$ cat src/logic/acc_pkg.sv
/*
 * Package for the converter control block: register indices, field positions,
 * reset values, timing counts, state encodings and the carrier structs.
 * Assumes a single 250 MHz clock domain and a plain strobe-based register port.
 */
`default_nettype none
package acc_pkg;
	localparam int unsigned CLK_MHZ        = 250;
	localparam int unsigned ADDR_W         = 4;
	// Register indices (byte-wide registers, one per address)
	localparam logic [3:0] OFS_CONTROL_A   = 4'h0;
	localparam logic [3:0] OFS_CONTROL_B   = 4'h1;
	localparam logic [3:0] OFS_CONTROL_C   = 4'h2;
	localparam logic [3:0] OFS_SAMPLE_LEN  = 4'h3;
	localparam logic [3:0] OFS_INPUT_SEL   = 4'h4;
	localparam logic [3:0] OFS_WIN_LOW     = 4'h5;
	localparam logic [3:0] OFS_WIN_HIGH    = 4'h6;
	localparam logic [3:0] OFS_EVENT_CTRL  = 4'h7;
	localparam logic [3:0] OFS_CONVERTER_CALIBRATION       = 4'h8;
	localparam logic [3:0] OFS_FLAGS       = 4'h9;
	localparam logic [3:0] OFS_RESULT_LOW  = 4'ha;
	localparam logic [3:0] OFS_RESULT_HIGH = 4'hb;
	localparam logic [3:0] OFS_COMMAND     = 4'hc;
	localparam logic [3:0] OFS_STATUS      = 4'hd;
	// Field positions
	localparam int unsigned CA_ENABLE_BIT  = 0;
	localparam int unsigned CA_CONTINUOUS_CONVERSION_ENABLE_BIT = 1;
	localparam int unsigned CA_RES8_BIT    = 2;
	localparam int unsigned EV_START_BIT   = 0;
	localparam int unsigned CAL_DUTY_BIT   = 0;
	localparam int unsigned FL_RESULT_READY_FLAG_BIT  = 0;
	localparam int unsigned FL_WINHIT_BIT  = 1;
	localparam int unsigned CMD_START_BIT  = 0;
	localparam int unsigned ST_BUSY_BIT    = 0;
	localparam int unsigned ST_SETTLE_BIT  = 1;
	localparam int unsigned ST_EVPEND_BIT  = 2;
	// Reset values
	localparam logic [7:0] RST_BYTE        = 8'h00;
	localparam logic [7:0] RST_WIN_HIGH    = 8'hff;
	// Timing: settle delay per unit and conversion length
	localparam int unsigned SETTLE_UNIT_NS = 64;
	localparam int unsigned SETTLE_UNIT_CYC = (SETTLE_UNIT_NS * CLK_MHZ + 999) / 1000;
	localparam int unsigned CONV_BASE_NS   = 200;
	localparam int unsigned CONV_BASE_CYC  = (CONV_BASE_NS * CLK_MHZ + 999) / 1000;
	localparam int unsigned WAKE_OFF_CYC   = 4;

	typedef enum logic [3:0] {
		ACC_IDLE   = 4'b0001,
		ACC_SETTLE = 4'b0010,
		ACC_CONV   = 4'b0100,
		ACC_DONE   = 4'b1000
	} acc_state_e;

	typedef struct packed {
		logic [7:0] input_sel;
		logic [7:0] sample_len;
		logic [7:0] control_b;
		logic [7:0] control_c;
		logic       res8;
	} acc_conv_cfg_s;

	typedef struct packed {
		logic       start;
		logic       duty_25;
		logic       clk_en;
		logic [7:0] input_sel;
		logic [7:0] sample_len;
	} acc_core_ctl_s;
endpackage
`default_nettype wire

$ cat src/logic/acc_conv_ctrl.sv
/*
 * Converter control: registers, free-running sequencing, settle delay,
 * event start, flag handling and the drive of the analog sampling core.
 * Assumes the core returns a done pulse with its result on the mclk domain,
 * and asynchronous pins (event, wake) pass a three-stage synchroniser here.
 */
// The strobed register port and the register addresses were decided locally.
// How it works
// - Clearing free-run lets the current conversion finish, then sequencing stops.
// - Clearing enable aborts free-run at once; nothing new starts afterwards.
// - Config writes in free-run reach the next conversion, latched at its start.
// - Window wake-up disables the converter briefly, forcing a new settle delay.
// - Disabling during an event-started conversion leaves the event pending.
// - Reading the result high byte clears result-ready and window-hit flags.
`timescale 1ns/1ps
`default_nettype none
module acc_conv_ctrl
	import acc_pkg::*;
#(
	parameter int unsigned RES_W = 10
) (
	input  wire logic              mclk,
	input  wire logic              resetn,
	input  wire logic [ADDR_W-1:0] addr,
	input  wire logic [7:0]        wdata,
	input  wire logic              wr_stb,
	input  wire logic              rd_stb,
	output var  logic [7:0]        rdata,
	input  wire logic              event_start_pin,
	input  wire logic              standby_wake_pin,
	input  wire logic              core_done,
	input  wire logic [RES_W-1:0]  core_result,
	output var  acc_core_ctl_s     core_ctl,
	output var  logic              wake_request
);
	acc_state_e    state_reg;
	logic [7:0]    ctrl_a_reg, ctrl_b_reg, ctrl_c_reg, samp_reg, mux_reg;
	logic [7:0]    window_low_threshold_reg, window_high_threshold_reg, event_control_reg, converter_calibration_reg;
	acc_conv_cfg_s act_cfg_reg;
	logic [RES_W-1:0] result_reg;
	logic          result_ready_flag_reg, winhit_reg, evpend_reg, evconv_reg, sw_start_reg;
	logic [2:0]    ev_sync_reg, wk_sync_reg;
	logic          ev_seen_reg, wk_seen_reg;
	logic [15:0]   cnt_reg;
	logic [2:0]    wake_off_reg;
	logic          hit;
	logic          enable, continuous_conversion_enable, wake_edge, ev_edge, rd_result_high_byte, conv_end, start_now;

	assign enable    = ctrl_a_reg[CA_ENABLE_BIT] && (wake_off_reg == 3'h0);
	assign continuous_conversion_enable   = ctrl_a_reg[CA_CONTINUOUS_CONVERSION_ENABLE_BIT];
	assign ev_edge   = (ev_sync_reg[2] == ev_sync_reg[1]) && ev_sync_reg[1] && !ev_seen_reg;
	assign wake_edge = (wk_sync_reg[2] == wk_sync_reg[1]) && wk_sync_reg[1] && !wk_seen_reg;
	assign rd_result_high_byte   = rd_stb && (addr == OFS_RESULT_HIGH);
	// A completion that meets a disable is dropped, so its event stays pending
	assign conv_end  = (state_reg == ACC_CONV) && core_done && enable;
	assign start_now = (state_reg == ACC_SETTLE) && enable && (cnt_reg == 16'h0)
		&& (sw_start_reg || continuous_conversion_enable || evpend_reg);

	acc_window_cmp #(.RES_W(RES_W)) u_win (
		.result   (core_result),
		.low_thr  (window_low_threshold_reg),
		.high_thr (window_high_threshold_reg),
		.res8     (act_cfg_reg.res8),
		.hit      (hit)
	);

	// Pin synchronisers; a level counts once stages two and three agree
	always_ff @(posedge mclk or negedge resetn) begin
		if (!resetn) begin
			ev_sync_reg <= 3'h0;
			wk_sync_reg <= 3'h0;
			ev_seen_reg <= 1'b0;
			wk_seen_reg <= 1'b0;
		end else begin
			ev_sync_reg <= {ev_sync_reg[1:0], event_start_pin};
			wk_sync_reg <= {wk_sync_reg[1:0], standby_wake_pin};
			if (ev_sync_reg[2] == ev_sync_reg[1])
				ev_seen_reg <= ev_sync_reg[1];
			if (wk_sync_reg[2] == wk_sync_reg[1])
				wk_seen_reg <= wk_sync_reg[1];
		end
	end

	// Configuration registers
	always_ff @(posedge mclk or negedge resetn) begin
		if (!resetn) begin
			ctrl_a_reg <= RST_BYTE;
			ctrl_b_reg <= RST_BYTE;
			ctrl_c_reg <= RST_BYTE;
			samp_reg   <= RST_BYTE;
			mux_reg    <= RST_BYTE;
			window_low_threshold_reg  <= RST_BYTE;
			window_high_threshold_reg  <= RST_WIN_HIGH;
			event_control_reg <= RST_BYTE;
			converter_calibration_reg  <= RST_BYTE;
		end else if (wr_stb) begin
			if (addr == OFS_CONTROL_A) begin
				ctrl_a_reg <= wdata;
			end else if (addr == OFS_CONTROL_B) begin
				ctrl_b_reg <= wdata;
			end else if (addr == OFS_CONTROL_C) begin
				ctrl_c_reg <= wdata;
			end else if (addr == OFS_SAMPLE_LEN) begin
				samp_reg <= wdata;
			end else if (addr == OFS_INPUT_SEL) begin
				mux_reg <= wdata;
			end else if (addr == OFS_WIN_LOW) begin
				window_low_threshold_reg <= wdata;
			end else if (addr == OFS_WIN_HIGH) begin
				window_high_threshold_reg <= wdata;
			end else if (addr == OFS_EVENT_CTRL) begin
				event_control_reg <= wdata;
			end else if (addr == OFS_CONVERTER_CALIBRATION) begin
				converter_calibration_reg <= wdata;
			end
		end
	end

	// Software start command
	always_ff @(posedge mclk or negedge resetn) begin
		if (!resetn)
			sw_start_reg <= 1'b0;
		else if (wr_stb && addr == OFS_COMMAND && wdata[CMD_START_BIT])
			sw_start_reg <= 1'b1;
		else if (state_reg == ACC_CONV || !enable)
			sw_start_reg <= 1'b0;
	end

	// Wake-up holds the converter disabled a few cycles
	always_ff @(posedge mclk or negedge resetn) begin
		if (!resetn)
			wake_off_reg <= 3'h0;
		else if (wake_edge && winhit_reg)
			wake_off_reg <= 3'(WAKE_OFF_CYC);
		else if (wake_off_reg != 3'h0)
			wake_off_reg <= wake_off_reg - 3'h1;
	end

	// Sequencer
	always_ff @(posedge mclk or negedge resetn) begin
		if (!resetn) begin
			state_reg   <= ACC_IDLE;
			cnt_reg     <= 16'h0;
			act_cfg_reg <= '0;
			evconv_reg  <= 1'b0;
		end else if (!enable) begin
			state_reg <= ACC_IDLE;
			cnt_reg   <= 16'h0;
		end else begin
			case (state_reg)
			ACC_IDLE: begin
				cnt_reg   <= 16'(SETTLE_UNIT_CYC * ({8'h00, ctrl_c_reg} + 16'h1));
				state_reg <= ACC_SETTLE;
			end
			ACC_SETTLE: begin
				if (cnt_reg != 16'h0) begin
					cnt_reg <= cnt_reg - 16'h1;
				end else if (sw_start_reg || continuous_conversion_enable || evpend_reg) begin
					// config is latched here, so later writes wait one conversion
					act_cfg_reg <= '{mux_reg, samp_reg, ctrl_b_reg, ctrl_c_reg,
						ctrl_a_reg[CA_RES8_BIT]};
					evconv_reg  <= evpend_reg && !sw_start_reg && !continuous_conversion_enable;
					state_reg   <= ACC_CONV;
				end
			end
			ACC_CONV: begin
				if (core_done)
					state_reg <= ACC_DONE;
			end
			ACC_DONE: begin
				cnt_reg   <= 16'h0;
				evconv_reg <= 1'b0;
				state_reg <= ACC_SETTLE; // back to settle with count zero; free-run checked there
			end
			default: state_reg <= ACC_IDLE;
			endcase
		end
	end

	// Event pending: cleared only when its conversion completes
	always_ff @(posedge mclk or negedge resetn) begin
		if (!resetn)
			evpend_reg <= 1'b0;
		else if (ev_edge && event_control_reg[EV_START_BIT])
			evpend_reg <= 1'b1;
		else if (conv_end && evconv_reg)
			evpend_reg <= 1'b0;
	end

	// Result and flags; set wins over clear
	always_ff @(posedge mclk or negedge resetn) begin
		if (!resetn) begin
			result_reg <= '0;
			result_ready_flag_reg <= 1'b0;
			winhit_reg <= 1'b0;
		end else begin
			if (conv_end)
				result_reg <= core_result;
			if (conv_end)
				result_ready_flag_reg <= 1'b1;
			else if (rd_result_high_byte || (wr_stb && addr == OFS_FLAGS && wdata[FL_RESULT_READY_FLAG_BIT]))
				result_ready_flag_reg <= 1'b0;
			if (conv_end && hit)
				winhit_reg <= 1'b1;
			else if (rd_result_high_byte || (wr_stb && addr == OFS_FLAGS && wdata[FL_WINHIT_BIT]))
				winhit_reg <= 1'b0;
		end
	end

	// Read data, valid the cycle after the strobe
	always_ff @(posedge mclk or negedge resetn) begin
		if (!resetn) begin
			rdata <= 8'h00;
		end else if (!rd_stb) begin
			rdata <= 8'h00;
		end else if (addr == OFS_CONTROL_A) begin
			rdata <= ctrl_a_reg;
		end else if (addr == OFS_CONTROL_B) begin
			rdata <= ctrl_b_reg;
		end else if (addr == OFS_CONTROL_C) begin
			rdata <= ctrl_c_reg;
		end else if (addr == OFS_SAMPLE_LEN) begin
			rdata <= samp_reg;
		end else if (addr == OFS_INPUT_SEL) begin
			rdata <= mux_reg;
		end else if (addr == OFS_WIN_LOW) begin
			rdata <= window_low_threshold_reg;
		end else if (addr == OFS_WIN_HIGH) begin
			rdata <= window_high_threshold_reg;
		end else if (addr == OFS_EVENT_CTRL) begin
			rdata <= event_control_reg;
		end else if (addr == OFS_CONVERTER_CALIBRATION) begin
			rdata <= converter_calibration_reg;
		end else if (addr == OFS_FLAGS) begin
			rdata <= {6'h00, winhit_reg, result_ready_flag_reg};
		end else if (addr == OFS_RESULT_LOW) begin
			rdata <= result_reg[7:0];
		end else if (addr == OFS_RESULT_HIGH) begin
			rdata <= 8'(result_reg >> 8);
		end else if (addr == OFS_STATUS) begin
			rdata <= {5'h00, evpend_reg, state_reg == ACC_SETTLE, state_reg == ACC_CONV};
		end else begin
			rdata <= 8'h00;
		end
	end

	// Core drive
	always_ff @(posedge mclk or negedge resetn) begin
		if (!resetn) begin
			core_ctl     <= '0;
			wake_request <= 1'b0;
		end else begin
			// Input select and sample length go out beside the start pulse, as they are latched
			core_ctl.start      <= start_now;
			core_ctl.duty_25    <= converter_calibration_reg[CAL_DUTY_BIT];
			core_ctl.clk_en     <= enable;
			core_ctl.input_sel  <= start_now ? mux_reg : act_cfg_reg.input_sel;
			core_ctl.sample_len <= start_now ? samp_reg : act_cfg_reg.sample_len;
			wake_request        <= wake_edge && winhit_reg;
		end
	end

	AST_DISABLE_STOPS: assert property (@(posedge mclk) disable iff (!resetn)
		!enable |=> !core_ctl.start) else $error("start after disable");
	AST_RESULT_HIGH_BYTE_CLEARS: assert property (@(posedge mclk) disable iff (!resetn)
		rd_result_high_byte && !conv_end |=> !result_ready_flag_reg && !winhit_reg) else $error("high read kept flags");
	AST_DONE_SETS: assert property (@(posedge mclk) disable iff (!resetn)
		conv_end |=> result_ready_flag_reg) else $error("ready not set");
	AST_EV_STUCK: assert property (@(posedge mclk) disable iff (!resetn)
		evpend_reg && !enable |=> evpend_reg) else $error("event lost on disable");
	AST_WAKE_OFF: assert property (@(posedge mclk) disable iff (!resetn)
		wake_edge && winhit_reg |=> !enable [*4]) else $error("wake hold short");
	AST_CONTINUOUS_CONVERSION_ENABLE_ONE: assert property (@(posedge mclk) disable iff (!resetn)
		state_reg == ACC_CONV && enable |=> state_reg != ACC_IDLE) else $error("conv cut");
	AST_CFG_HELD: assert property (@(posedge mclk) disable iff (!resetn)
		state_reg == ACC_CONV |=> $stable(act_cfg_reg)) else $error("cfg moved");
	AST_FLAG_W1C: assert property (@(posedge mclk) disable iff (!resetn)
		wr_stb && addr == OFS_FLAGS && wdata[0] && !conv_end |=> !result_ready_flag_reg)
		else $error("w1c failed");
	COV_CONV: cover property (@(posedge mclk) conv_end);
	COV_EV: cover property (@(posedge mclk) conv_end && evconv_reg);
	COV_WAKE: cover property (@(posedge mclk) wake_edge && winhit_reg);
endmodule // acc_conv_ctrl
`default_nettype wire

$ cat src/logic/acc_window_cmp.sv
/*
 * Window comparator: flags a hit when the result lies outside the
 * low/high thresholds. Assumes thresholds are stable during a compare.
 */
`timescale 1ns/1ps
`default_nettype none
module acc_window_cmp
	import acc_pkg::*;
#(
	parameter int unsigned RES_W = 10
) (
	input  wire logic [RES_W-1:0] result,
	input  wire logic [7:0]       low_thr,
	input  wire logic [7:0]       high_thr,
	input  wire logic             res8,
	output var  logic             hit
);
	logic [7:0] res_top;

	always_comb begin
		res_top = res8 ? result[7:0] : result[RES_W-1:RES_W-8];
		hit     = (res_top < low_thr) || (res_top > high_thr);
	end
endmodule // acc_window_cmp
`default_nettype wire

$ cat config.mk
export PLATFORM = sky130hd
export DESIGN_NAME = acc_conv_ctrl
export DESIGN_NICKNAME = d
export VERILOG_FILES = /design/src/logic/acc_pkg.sv /design/src/logic/acc_conv_ctrl.sv /design/src/logic/acc_window_cmp.sv
export SDC_FILE = /design/constraint.sdc
export NUM_CORES = 1
export LEC_CHECK = 0
export ABC_AREA = 1
export BUFFER_PORTS_ARGS = -buffer_cell sky130_fd_sc_hd__buf_4
export CAP_MARGIN = 20
export CORE_MARGIN = 2
export CORE_UTILIZATION = 45
export CTS_BUF_LIST = sky130_fd_sc_hd__clkbuf_8
export DETAILED_ROUTE_END_ITERATION = 8
export GPL_TIMING_DRIVEN = 0
export PLACE_DENSITY = 0.73
export SYNTH_ARGS = -nofsm -noshare
export SYNTH_HDL_FRONTEND = slang
export SYNTH_HIERARCHICAL = 1
export SYNTH_SLANG_ARGS = --single-unit
$ cat constraint.sdc
create_clock -name mclk -period 2.65 [get_ports mclk]
set_clock_uncertainty 0.2 [all_clocks]
set_input_delay 0.3975 -clock mclk [delete_from_list [all_inputs] [get_ports mclk]]
set_output_delay 0.3975 -clock mclk [all_outputs]
set_load 0.03 [all_outputs]
### After elaboration in Yosys (flattened, before gate mapping)

Index checks and enable logic that the tools add are counted.

* output and inout bits: 28
* register bits after elaboration: 163
* word-level logic and storage cells: 168

* muxes and demuxes: 38
* add/subtract/negate cells: 3
* equal/unequal tests: 26
* bitwise operators: 9
* magnitude comparators: 2
* reductions and logical operators: 58

Operator list (count)
* 8-bit two-way mux: 15
* 16-bit case mux with 3 select lines: 1
* 16-bit two-way mux: 2
* 4-bit == test (second input constant): 7
* 1-bit logical AND: 22
* 4-bit by 3-bit == test with 1-bit output (second input constant): 5
* 16-bit logical NOT: 1
* 4-bit two-way mux: 4
* 16-bit nonzero test: 1
* 16-bit by 1-bit subtractor with 16-bit output (second input constant): 1
* 4-bit by 2-bit == test with 1-bit output (second input constant): 3
* 3-bit two-way mux: 4
* 4-bit case mux with 3 select lines: 1
* 4-bit AND reduction: 3
* 2-bit nonzero test: 6
* 1-bit two-way mux: 10
* 10-bit AND reduction: 1
* 8-bit by 1-bit adder with 9-bit output (second input constant): 1
* 1-bit NOT: 9
* 9-bit AND reduction: 1
* 4-bit by 1-bit == test with 1-bit output (second input constant): 2
* 8-bit > comparator: 1
* 8-bit < comparator: 1
* 8-bit AND reduction: 1
* 19 further kinds: 33

### Longest topological paths before layout

Gate-level depths: netlist (run 1).

* word-level depth: 15
* mapped depth: 15

### Cells and area by module

Netlist (run 1), hierarchy kept.

By module, submodules not included
* acc_conv_ctrl: times used 1, area an instance 7368.3 um^2, cells each 837
* acc_window_cmp: times used 1, area an instance 511.7 um^2, cells each 86

### Worst setup path before layout (run 1)

OpenSTA, ideal clock, no wires.

* kind: reg-to-reg
* start point: register cnt_reg[0]
* end point: register cnt_reg[14]
* data arrival time: 1574 ps
* setup slack: 756 ps
* stages on the path, launching flop included: 13
* setup time: 119 ps
* path through: dfrtp_1 > inv_1 > ha_1 > nand3_2 > nor2_4 > nand2_2 > nor2_2 > nand2_2 > nand2_4 > inv_4 > buf_12 > nand2_2 > a21oi_2

* cells in the longest elaborated chain, start to end: 4

RTL lines
* start, declared: line acc_conv_ctrl.sv:44 `logic [15:0] cnt_reg;`
* start signal, assigned: line acc_conv_ctrl.sv:152 `cnt_reg <= 16'(SETTLE_UNIT_CYC * ({8'h00, ctrl_c_reg} + 16'h1));`
* start signal, assigned: line acc_conv_ctrl.sv:157 `cnt_reg <= cnt_reg - 16'h1;`
* 16-bit by 1-bit subtractor with 16-bit output: line acc_conv_ctrl.sv:157
* 16-bit two-way mux: line acc_conv_ctrl.sv:156 `if (cnt_reg != 16'h0) begin`
* 16-bit case mux with 3 select lines: line acc_conv_ctrl.sv:150 `case (state_reg)`
* 16-bit two-way mux: line acc_conv_ctrl.sv:146 `end else if (!enable) begin`

Parallel ways exist; a longest one is shown, timed or not. The select of a mux whose other input is x is not followed.
A chain may end at the register's enable or synchronous reset.

### Final worst setup path (run 1)

* start point: register cnt_reg[0]
* end point: register core_ctl[1] (netlist bit)

* cells in the longest elaborated chain, start to end: 4

RTL lines
* 16-bit logical NOT: line acc_conv_ctrl.sv:56 `assign start_now = (state_reg == ACC_SETTLE) && enable && (cnt_reg == 16'h0)`
* 1-bit logical AND: line acc_conv_ctrl.sv:56
* 1-bit logical AND: line acc_conv_ctrl.sv:57 `&& (sw_start_reg || continuous_conversion_enable || evpend_reg);`
* 8-bit two-way mux: line acc_conv_ctrl.sv:258 `core_ctl.sample_len <= start_now ? samp_reg : act_cfg_reg.sample_len;`
* end, declared: line acc_conv_ctrl.sv:33 `output var acc_core_ctl_s core_ctl,`

No other way between the ends.

==> metrics.md, run 1 <==
| Metric | Value |
|---|---|
| Status | complete, no violations |
| Net Sw Frac | 0.325 |
| Clk buf depth | 2 |
| Port Buffers | 55 |
| Nets | 1062 |
| Met2 Use GR | 0.346 |
| Die width | 136 um |
| Clock root cell | clkbuf_8 |
| Met3 GRT Util | 0.0447 |
| FF+latch count, synth | 163 |
| P_leak | 4.62 nW |
| Post-Route WL | 19200 um |
| Worst R2R Path Depth | 10 |
| Avg Vias per Cell | 5.26 |
| Starting Density | 0.457 |
| Setup crit end kind | register |
| Fillcell total | 1615 |
| Hold crit path type | in -> reg |
| Global Route met1 Usage | 0.314 |
| Slowest CP cell | dfrtp_1 |
| Crit path largest cell delay | 0.40 ns |
| CTS tree | done |
| Yosys top cell by area | dfrtp_1 |
| WP data required | 2.81 ns |
| Reg clk slew, reported paths | 0.10 ns |
| Final Util | 0.530 |
| Logic pwr share | 0.185 |
| Max-slew headroom | 0.530 |
| Top cell type's share of synthesized area | 0.489 |
| Hold Violations, Final | 0 |
| Net switching power | 1.93 mW |
| GR Overflow Total | 0 |
| R2R Path End | core_ctl[1] |
| Hold path cells | 4 |
| Worst path cell trace | inv_1, ha_1, nand3_2, nor2_4, nand2_2, nor2_4, nand4_4, buf_2, nand2_1, o21ai_1 |
| Final ANT Viol Nets | 0 |
| Wire length per cell | 15.4 um |
| Hold_buf cts | 14 |
| Inst Count DP | 1204 |
| FF-to-FF setup slack | 0.43 ns |
| Fin crit period | 2.22 ns |
| Power per cell area | 652 mW/mm^2 |
| Busiest metal layer after global routing | met2 |
| First-pass detailed-route iteration total | 7 |
| Worst-skew pair later-pin latency | 0.48 ns |
| Tcrit/Tclk final | 0.837 |
| # Max-Cap Violations | 0 |
| Total track usage | 0.224 |
| Fmax | 0.451 GHz |
| Setup crit end | core_ctl[1] |
| Synth Instances | 923 |
| DR iter-0 viols | 585 |
| Mapped cell area | 0.00788 mm^2 |
| Crit path DAT | 2.38 ns |
| Fin cells | 1250 |
| Post-CTS Setup Bufs | 0 |
| Worst Path Max Fanout | 10 |
| Stages on worst setup path | 10 |
| Final setup TNS | 0 ns |
| DRC violations left | 0 |
| CTS resizes | 0 |
| Antenna violations before repair | 0 |
| H-tree Lvls | 4 |
| Worst Setup SP | cnt_reg[0] |
| Setup violations, final | 0 |
| Diodes inserted | 0 |
| Worst vdd ir | 0.000374 V |
| IO Count | 57 |
| First-pass GRT wire length | 31800 um |
| Asr flop ratio synth | 1.00 |
| Area of the die | 0.0186 mm^2 |
| Num CTS Buffers | 17 |
| Warnings from Yosys | 6 |
| Internal Power | 4.02 mW |
| Pin count of the biggest net entering global routing | 118 |
| Slew @ Worst Pin | 0.705 ns |
| Number of global-route vias before repair | 6275 |
| Reg-to-reg startpoint | cnt_reg[0] |
| Most frequent CP cell | nor2_4 |
| Pins Over Slew Limit | 0 |
| EDFF count, synth | 0 |
| Die Ht | 136 um |
| Max reg flops | 19 |
| Syn_nets | 973 |
| Register area share after synthesis | 0.519 |
| Via count | 6572 |
| Area grow syn2layout | 16.0% |
| CP top delay family | simple AND/OR/NAND/NOR gates |
| Clock power frac | 0.303 |
| Yosys cell types | 53 |
| RSZ-0062 raised after global routing | no |
| Bufs and invs on worst path | 2 |
| Critical path class | reg -> reg |
| Core ar. | 0.0172 mm^2 |
| Core Rows | 48 |
| Final HPWL DP | 13900 um |
| # clock sinks | 163 |
| Final Wtd Congestion | 0.891 |
| Power share of the sequential group | 0.512 |
| Layout cells sized above 1 | 0.176 |
| Critical path launch point type | register |
| Ranking of synthesized cells by area | dfrtp_1 (49%), nand2_1 (13%), o21ai_0 (6.5%) |
| Post-synth top flop | dfrtp_1 |
| Syn_area_per_cell | 8.54 um^2 |
[worst min path at each step]
stage | start | slack (ns) | end
2_1_floorplan | resetn | -0.1 | act_cfg_reg[0]
3_3_place_gp | ev_sync_reg[0] | 0.13 | ev_sync_reg[1]
3_5_place_dp | resetn | 0.12 | ev_sync_reg[0]
4_1_cts | core_done | 0.005 | state_reg[2]
5_1_grt | addr[2] | 0.07 | sw_start_reg
6_report | core_done | 0.03 | state_reg[2]
[placed cells by master, fill, tap and decap left out, drive strengths merged, types with 2 or more instances in the layout]
cell,instances
nand2,296
dfrtp,154
o21ai,132
inv,116
buf,70
nor2,50
a21oi,36
nand3,32
clkbuf,23
ha,21
dlygate4sd3,14
o22ai,11
nand4,10
dfstp,9
nor3,8
or2,8
o31ai,4
clkinvlp,3
clkinv,3
o211ai,2
nand3b,2
a221oi,2
o21bai,2
xnor2,2
xor2,2
a211oi,2
[logic make-up after synthesis]
group | count (synthesis) | share of synthesized area
and+or+nand+nor | 409 | 0.236
muxes | 1 | 0.00143
AOI/OAI and AO/OA | 197 | 0.139
buffers and inverters | 128 | 0.0675
DFF | 163 | 0.519
xor gates and xnor gates | 4 | 0.00445
adders and majority gates | 21 | 0.0333
[layer usage]
layer,vias to the layer above,part of all wire
li1,3176,-
met4,0,0.018
met5,-,0
met2,189,0.47
met3,34,0.056
met1,3173,0.46
[Yosys cell counts, types with 2 or more instances]
cell type and n:
or2_2 5, nand3_1 28, nand3b_1 2, o21ai_1 25, nand2_4 5, a21oi_1 34, inv_2 12, xnor2_1 2
o21ai_2 4, o21bai_1 2, dfrtp_1 154, ha_1 21, nand3_2 4, o211ai_1 2, inv_1 93, nor3_1 6
o22ai_2 2, o22ai_1 9, o31ai_1 4, nor2_2 5, a221oi_1 2, o21ai_0 103, nand4_1 9, inv_4 3
a21oi_2 2, nor2_1 35, xor2_1 2, nand2_1 282, nor3_2 2, dfstp_2 9, clkbuf_1 5, nor2_4 9
nand2_2 9, buf_2 12, or2_1 2
[stage by stage]
step	setup slack, ns	instance area (um^2)	hold slack (ns)	power [mW]
2_1_floorplan	0.756	7880	-0.0981	3.78
3_3_place_gp	0.0985	8570	0.135	4.12
3_5_place_dp	0.446	8610	0.118	4.17
4_1_cts	0.410	9140	0.00538	5.99
5_1_grt	0.277	9140	0.0654	6.28
6_report	0.432	9140	0.0303	5.96
[power by group through the flow]
stage | Combinational [mW] | Clock, mW | Sequential [mW]
6_report | 1.10 | 1.80 | 3.05
5_1_grt | 1.27 | 1.93 | 3.08
4_1_cts | 1.11 | 1.84 | 3.04
3_5_place_dp | 1.08 | 0 | 3.09
3_3_place_gp | 1.04 | 0 | 3.08
2_1_floorplan | 0.740 | 0 | 3.03
[final cells by class]
type | count | area [um^2] | area share
Buffer | 19 | 110 | 0.0120
Clock buffer | 18 | 248 | 0.0271
Clock inverter | 14 | 143 | 0.0156
Inverter | 109 | 422 | 0.0461
Multi-Input combinational cell | 632 | 3260 | 0.356
Sequential cell | 163 | 4090 | 0.448
Tap cell | 225 | 282 | 0.0308
Timing Repair Buffer | 70 | 588 | 0.0643
[tightest hold or removal path, cell delays in order]
cell,delay (ns)
buf_4,0.08
inv_1,0.06
nand3_1,0.08
a21oi_1,0.06
(Power assumes the default switching activity.)
==> run 2: changes to the inputs <==
clock period = 2.25 ns   (was 2.65 ns; I/O delays follow)
==> run 2 against run 1 <==
  * Count of clock-buffer cells in the layout did not move
  * Hold slack improved by 0.063 ns
  * Worst setup slack got worse by 0.39 ns
  * Design area increased by 1.8%
  * Critical path depth up 2
  * Combinational power increased by 21%
  * Sequential cell count is the same
  * Sequential power increased by 18%
  * Non-clock buffer count grew 9
  * Critical endpoint is now rdata[7]
==> metrics.md, run 2 (synthesis results as in run 1) <==
| Metric | Value |
|---|---|
| Status | complete, no violations |
| P_leak | 4.69 nW |
| Max-slew headroom | 0.538 |
| Clock root cell | clkbuf_8 |
| CTS tree | done |
| Worst path cell trace | dlygate4sd3_1, buf_4, inv_2, nand2_1, nor2_4, nand2_1, nand3_1, nand3_1, a21oi_1, nand3b_1, o211ai_1, inv_1 |
| Post-Route WL | 19700 um |
| Core ar. | 0.0172 mm^2 |
| Nets | 1072 |
| # Max-Cap Violations | 0 |
| Total track usage | 0.224 |
| # clock sinks | 163 |
| Crit path largest cell delay | 0.54 ns |
| Inst Count DP | 1204 |
| Area of the die | 0.0186 mm^2 |
| Worst R2R Path Depth | 10 |
| Wire length per cell | 15.7 um |
| Port Buffers | 55 |
| Area grow syn2layout | 18.1% |
| Hold Violations, Final | 0 |
| RSZ-0062 raised after global routing | no |
| Slew @ Worst Pin | 0.694 ns |
| WP data required | 2.47 ns |
| GR Overflow Total | 0 |
| Tcrit/Tclk final | 0.982 |
| Max reg flops | 19 |
| Fillcell total | 1584 |
| Number of global-route vias before repair | 6294 |
| Avg Vias per Cell | 5.33 |
| Register area | 0.00409 mm^2 |
| Pins Over Slew Limit | 0 |
| Reg-to-reg startpoint | cnt_reg[1] |
| Final worst setup slack | 0.0413 ns |
| Antenna violations before repair | 0 |
| Worst Path Max Fanout | 8 |
| Critical path class | in -> reg |
| Final setup TNS | 0 ns |
| Pin count of the biggest net entering global routing | 118 |
| Most frequent cells in the layout | nand2_1 (279), dfrtp_1 (154), o21ai_0 (102), inv_1 (91), buf_4 (58) |
| Pre-CTS setup slack | 0.0507 ns |
| Slowest CP cell | dlygate4sd3_1 |
| Area of the multi-input gates | 0.00333 mm^2 |
| Critical path launch point type | input pin |
| Core Rows | 48 |
| Fin crit period | 2.21 ns |
| Num CTS Buffers | 17 |
| Die Ht | 136 um |
| R2R Path End | core_ctl[1] |
| FF-to-FF setup slack | 0.10 ns |
| Hold crit path type | in -> reg |
| Total power draw | 7.05 mW |
| Worst-skew pair later-pin latency | 0.48 ns |
| Via count | 6711 |
| Setup crit end | rdata[7] |
| Final ANT Viol Nets | 0 |
| WHS | 0.0930 ns |
| Final Wtd Congestion | 0.891 |
| Worst vdd ir | 0.000440 V |
| Clk buf depth | 2 |
| Diodes inserted | 0 |
| Crit path DAT | 2.43 ns |
| Setup violations, final | 0 |
| Commonest non-fill, non-tap cell in the layout | nand2_1 |
| Worst Setup SP | addr[2] |
| Layout cells sized above 1 | 0.192 |
| DR iter-0 viols | 577 |
| Die width | 136 um |
| Setup crit end kind | register |
| First-pass detailed-route iteration total | 5 |
| Reg clk slew, reported paths | 0.09 ns |
| DRC violations left | 0 |
| Final HPWL DP | 13900 um |
| Fin cells | 1260 |
| First-pass GRT wire length | 31900 um |
| Starting Density | 0.457 |
| IO Count | 57 |
| Fmax | 0.453 GHz |
| Power per cell area | 758 mW/mm^2 |
| H-tree Lvls | 4 |
[run 2: changes by cell type in the layout (fill, tap and decap cells not counted), sizes merged]
cell	before	now
buf	70	76
dlygate4sd3	14	17
nand4	10	11
[run 2: worst min path at each step]
stage | from | end | cells after the start
floorplan | resetn | act_cfg_reg[0] | 0
detailed placement | resetn | ev_sync_reg[0] | 1
global placement | ev_sync_reg[0] | ev_sync_reg[1] | 0
global route | wr_stb | sw_start_reg | 3
finish | wr_stb | sw_start_reg | 3
CTS | wr_stb | sw_start_reg | 3
[run 2: through the flow]
stage,instance area (um^2),util
2_1_floorplan,7880,-
3_3_place_gp,8570,0.497
3_5_place_dp,8610,0.499
4_1_cts,9170,0.532
5_1_grt,9310,0.540
6_report,9310,0.540
[run 2: critical path, delay by kind of cell]
kind,cells,cell delay [ns]
AOI/OAI and AO/OA,2,0.33
buffers and inverters,4,0.87
and+or+nand+nor,6,0.89
[run 2: cell type report]
type | count | area share
Sequential cell | 163 | 0.439
Multi-Input combinational cell | 633 | 0.358
Timing Repair Buffer | 79 | 0.0714
Inverter | 109 | 0.0456
Tap cell | 225 | 0.0302
Clock buffer | 18 | 0.0266
Clock inverter | 14 | 0.0153
Buffer | 19 | 0.0138
[run 2: power by group]
part           total (mW)  internal [mW]  switching, mW
clock network        2.13          0.935           1.19
logic                1.33          0.507          0.824
registers            3.59           3.31          0.288
[run 2: per-layer routing]
layer | vias to the layer above | track usage | wire length, um
met2 | 243 | 0.347 | 9150
met5 | - | 0 | 0
li1 | 3210 | - | -
met4 | 0 | 0.0781 | 473
met3 | 39 | 0.0444 | 1240
met1 | 3219 | 0.314 | 8870
[run 2: timing repair]
action | in CTS | in global routing
setup buffers | 0 | 4
endpoints found under the hold margin | 67 | 0
gates resized for setup | 0 | 29
setup endpoints to repair | 0 | 53
hold buffers | 17 | 0
==> run 3: changes to the inputs <==
CORE_ASPECT_RATIO = 1.75   (was not set)
==> run 3 against run 2 <==
  * Non-clock buffer count fell by 3
  * Critical path depth fell by 1
  * Count of clock-buffer cells in the layout fell by 1
  * Utilization fell by 0.23 points
  * Register-to-register slack barely moved
  * Design area barely moved
  * Fmax rose by 2.4%
  * First-iteration DRC count fell by 27%
  * Hold slack got worse by 0.035 ns
  * Worst setup slack improved by 0.052 ns
  * Cell count rose by 0.16%
  * Combinational power barely moved
  * Critical path type is now reg -> reg
  * Critical endpoint is now winhit_reg
==> metrics.md, run 3 (synthesis results as in run 1) <==
| Metric | Value |
|---|---|
| Critical path launch point type | register |
| # Max-Cap Violations | 0 |
| Nets | 1068 |
| First-pass GRT wire length | 32600 um |
| Core ar. | 0.0173 mm^2 |
| Total track usage | 0.227 |
| Power share of the sequential group | 0.508 |
| Reg clk slew, reported paths | 0.10 ns |
| Tcrit/Tclk final | 0.959 |
| Area grow syn2layout | 18.0% |
| P_leak | 4.68 nW |
| Clock root cell | clkbuf_8 |
| Diodes inserted | 0 |
| Layout cells sized above 1 | 0.185 |
| Internal Power | 4.74 mW |
| Via count | 6498 |
| Clk buf depth | 2 |
| DRC violations left | 0 |
| Number of global-route vias before repair | 6313 |
| Logic pwr share | 0.188 |
| WP data required | 2.44 ns |
| First-pass detailed-route iteration total | 5 |
| Slew @ Worst Pin | 0.683 ns |
| Net switching power | 2.29 mW |
| Final HPWL DP | 15100 um |
| Core Rows | 64 |
| Hold path cells | 3 |
| IO Count | 57 |
| Final worst setup slack | 0.0928 ns |
| Power per cell area | 756 mW/mm^2 |
| Hold Violations, Final | 0 |
| Max reg flops | 19 |
| Fin crit period | 2.16 ns |
| Max-slew headroom | 0.545 |
| Worst vdd ir | 0.000356 V |
| GR Overflow Total | 0 |
| Critical path class | reg -> reg |
| Starting Density | 0.456 |
| Pins Over Slew Limit | 0 |
| Antenna violations before repair | 0 |
| Fmax | 0.464 GHz |
| Avg Vias per Cell | 5.15 |
| Commonest non-fill, non-tap cell in the layout | nand2_1 |
| Setup crit end kind | register |
| Worst-skew pair later-pin latency | 0.47 ns |
| Port Buffers | 55 |
| Status | complete, no violations |
| Num CTS Buffers | 17 |
| DR iter-0 viols | 420 |
| Pin count of the biggest net entering global routing | 93 |
| Post-Route WL | 20500 um |
| R2R Path End | winhit_reg |
| Final Wtd Congestion | 1.02 |
| HP Start | addr[2] |
| Clock power frac | 0.304 |
| Die width | 104 um |
| Die Ht | 179 um |
| Crit path DAT | 2.34 ns |
| # clock sinks | 163 |
| Reg-to-reg startpoint | act_cfg_reg[0] |
| Net Sw Frac | 0.326 |
| Final Util | 0.538 |
| Most frequent cells in the layout | nand2_1 (281), dfrtp_1 (154), o21ai_0 (102), inv_1 (93), buf_4 (55) |
| Final ANT Viol Nets | 0 |
| Worst Hold End | sw_start_reg |
| Pre-CTS setup slack | -0.199 ns |
| Worst Path Max Fanout | 8 |
| CTS tree | done |
| Setup violations, final | 0 |
| Hold crit path type | in -> reg |
| Wire length per cell | 16.2 um |
| Worst R2R Path Depth | 11 |
| Area of the die | 0.0186 mm^2 |
| Total power draw | 7.03 mW |
| FF-to-FF setup slack | 0.09 ns |
| H-tree Lvls | 4 |
## run 3: how the worst max path moves through the flow
stage | startpoint | endpoint | slack (ns) | depth (start not counted)
after floorplan | cnt_reg[0] | cnt_reg[14] | 0.36 | 12
after global placement | resetn | ev_sync_reg[0] | -0.21 | 1
after detailed placement | addr[3] | rdata[6] | -0.20 | 9
after CTS | act_cfg_reg[0] | winhit_reg | 0.03 | 11
after global routing | cnt_reg[0] | act_cfg_reg[28] | -0.01 | 11
final | act_cfg_reg[0] | winhit_reg | 0.09 | 11
## run 3: critical path, stage by stage (launching register included)
cell and delay [ns]:
dfrtp_1 0.45, buf_6 0.16, inv_6 0.05, o21ai_2 0.22
ha_1 0.28, a21oi_1 0.17, nor2_1 0.08, a211oi_2 0.14
nand2_1 0.07, nand2_1 0.09, nand2_1 0.08, o31ai_1 0.08
## run 3: layer usage
metal  share of wire  GRT usage  vias to the layer above
met5               0          0                        -
met4           0.055      0.154                        0
met3           0.028     0.0265                       56
met2            0.53      0.417                      172
met1            0.39      0.244                     3075
li1                -          -                     3195
## run 3: layout make-up
| class | instances | area (um^2) |
|---|---|---|
| Fill cell | 1647 | 8000 |
| Sequential cell | 163 | 4090 |
| Multi-Input combinational cell | 632 | 3310 |
| Timing Repair Buffer | 76 | 663 |
| Inverter | 109 | 424 |
| Tap cell | 231 | 289 |
| Clock buffer | 17 | 234 |
| Clock inverter | 15 | 165 |
| Buffer | 19 | 126 |
## run 3: power groups by stage
stage | registers, mW | clock network [mW] | logic (mW)
finish | 3.58 | 2.14 | 1.32
global route | 3.62 | 2.28 | 1.52
CTS | 3.57 | 2.18 | 1.31
detailed placement | 3.63 | 0 | 1.28
global placement | 3.62 | 0 | 1.24
floorplan | 3.57 | 0 | 0.872
## run 3: what timing repair did
action	in CTS	in global routing
hold endpoints to repair	89	0
buffers inserted	0	3
endpoints found under the setup margin	0	47
gates resized for setup	0	19
hold buffers	15	0
## run 3: through the flow
| step | setup TNS, ns | hold slack [ns] | area (um^2) | std cells |
|---|---|---|---|---|
| after floorplan | 0 | -0.158 | 7880 | 923 |
| after global placement | -29.52 | 0.134 | 8580 | 1209 |
| after detailed placement | -0.218 | 0.132 | 8620 | 1210 |
| after CTS | 0 | 0.0262 | 9170 | 1257 |
| after global routing | -0.0161 | 0.0491 | 9300 | 1262 |
| final | 0 | 0.0578 | 9300 | 1262 |
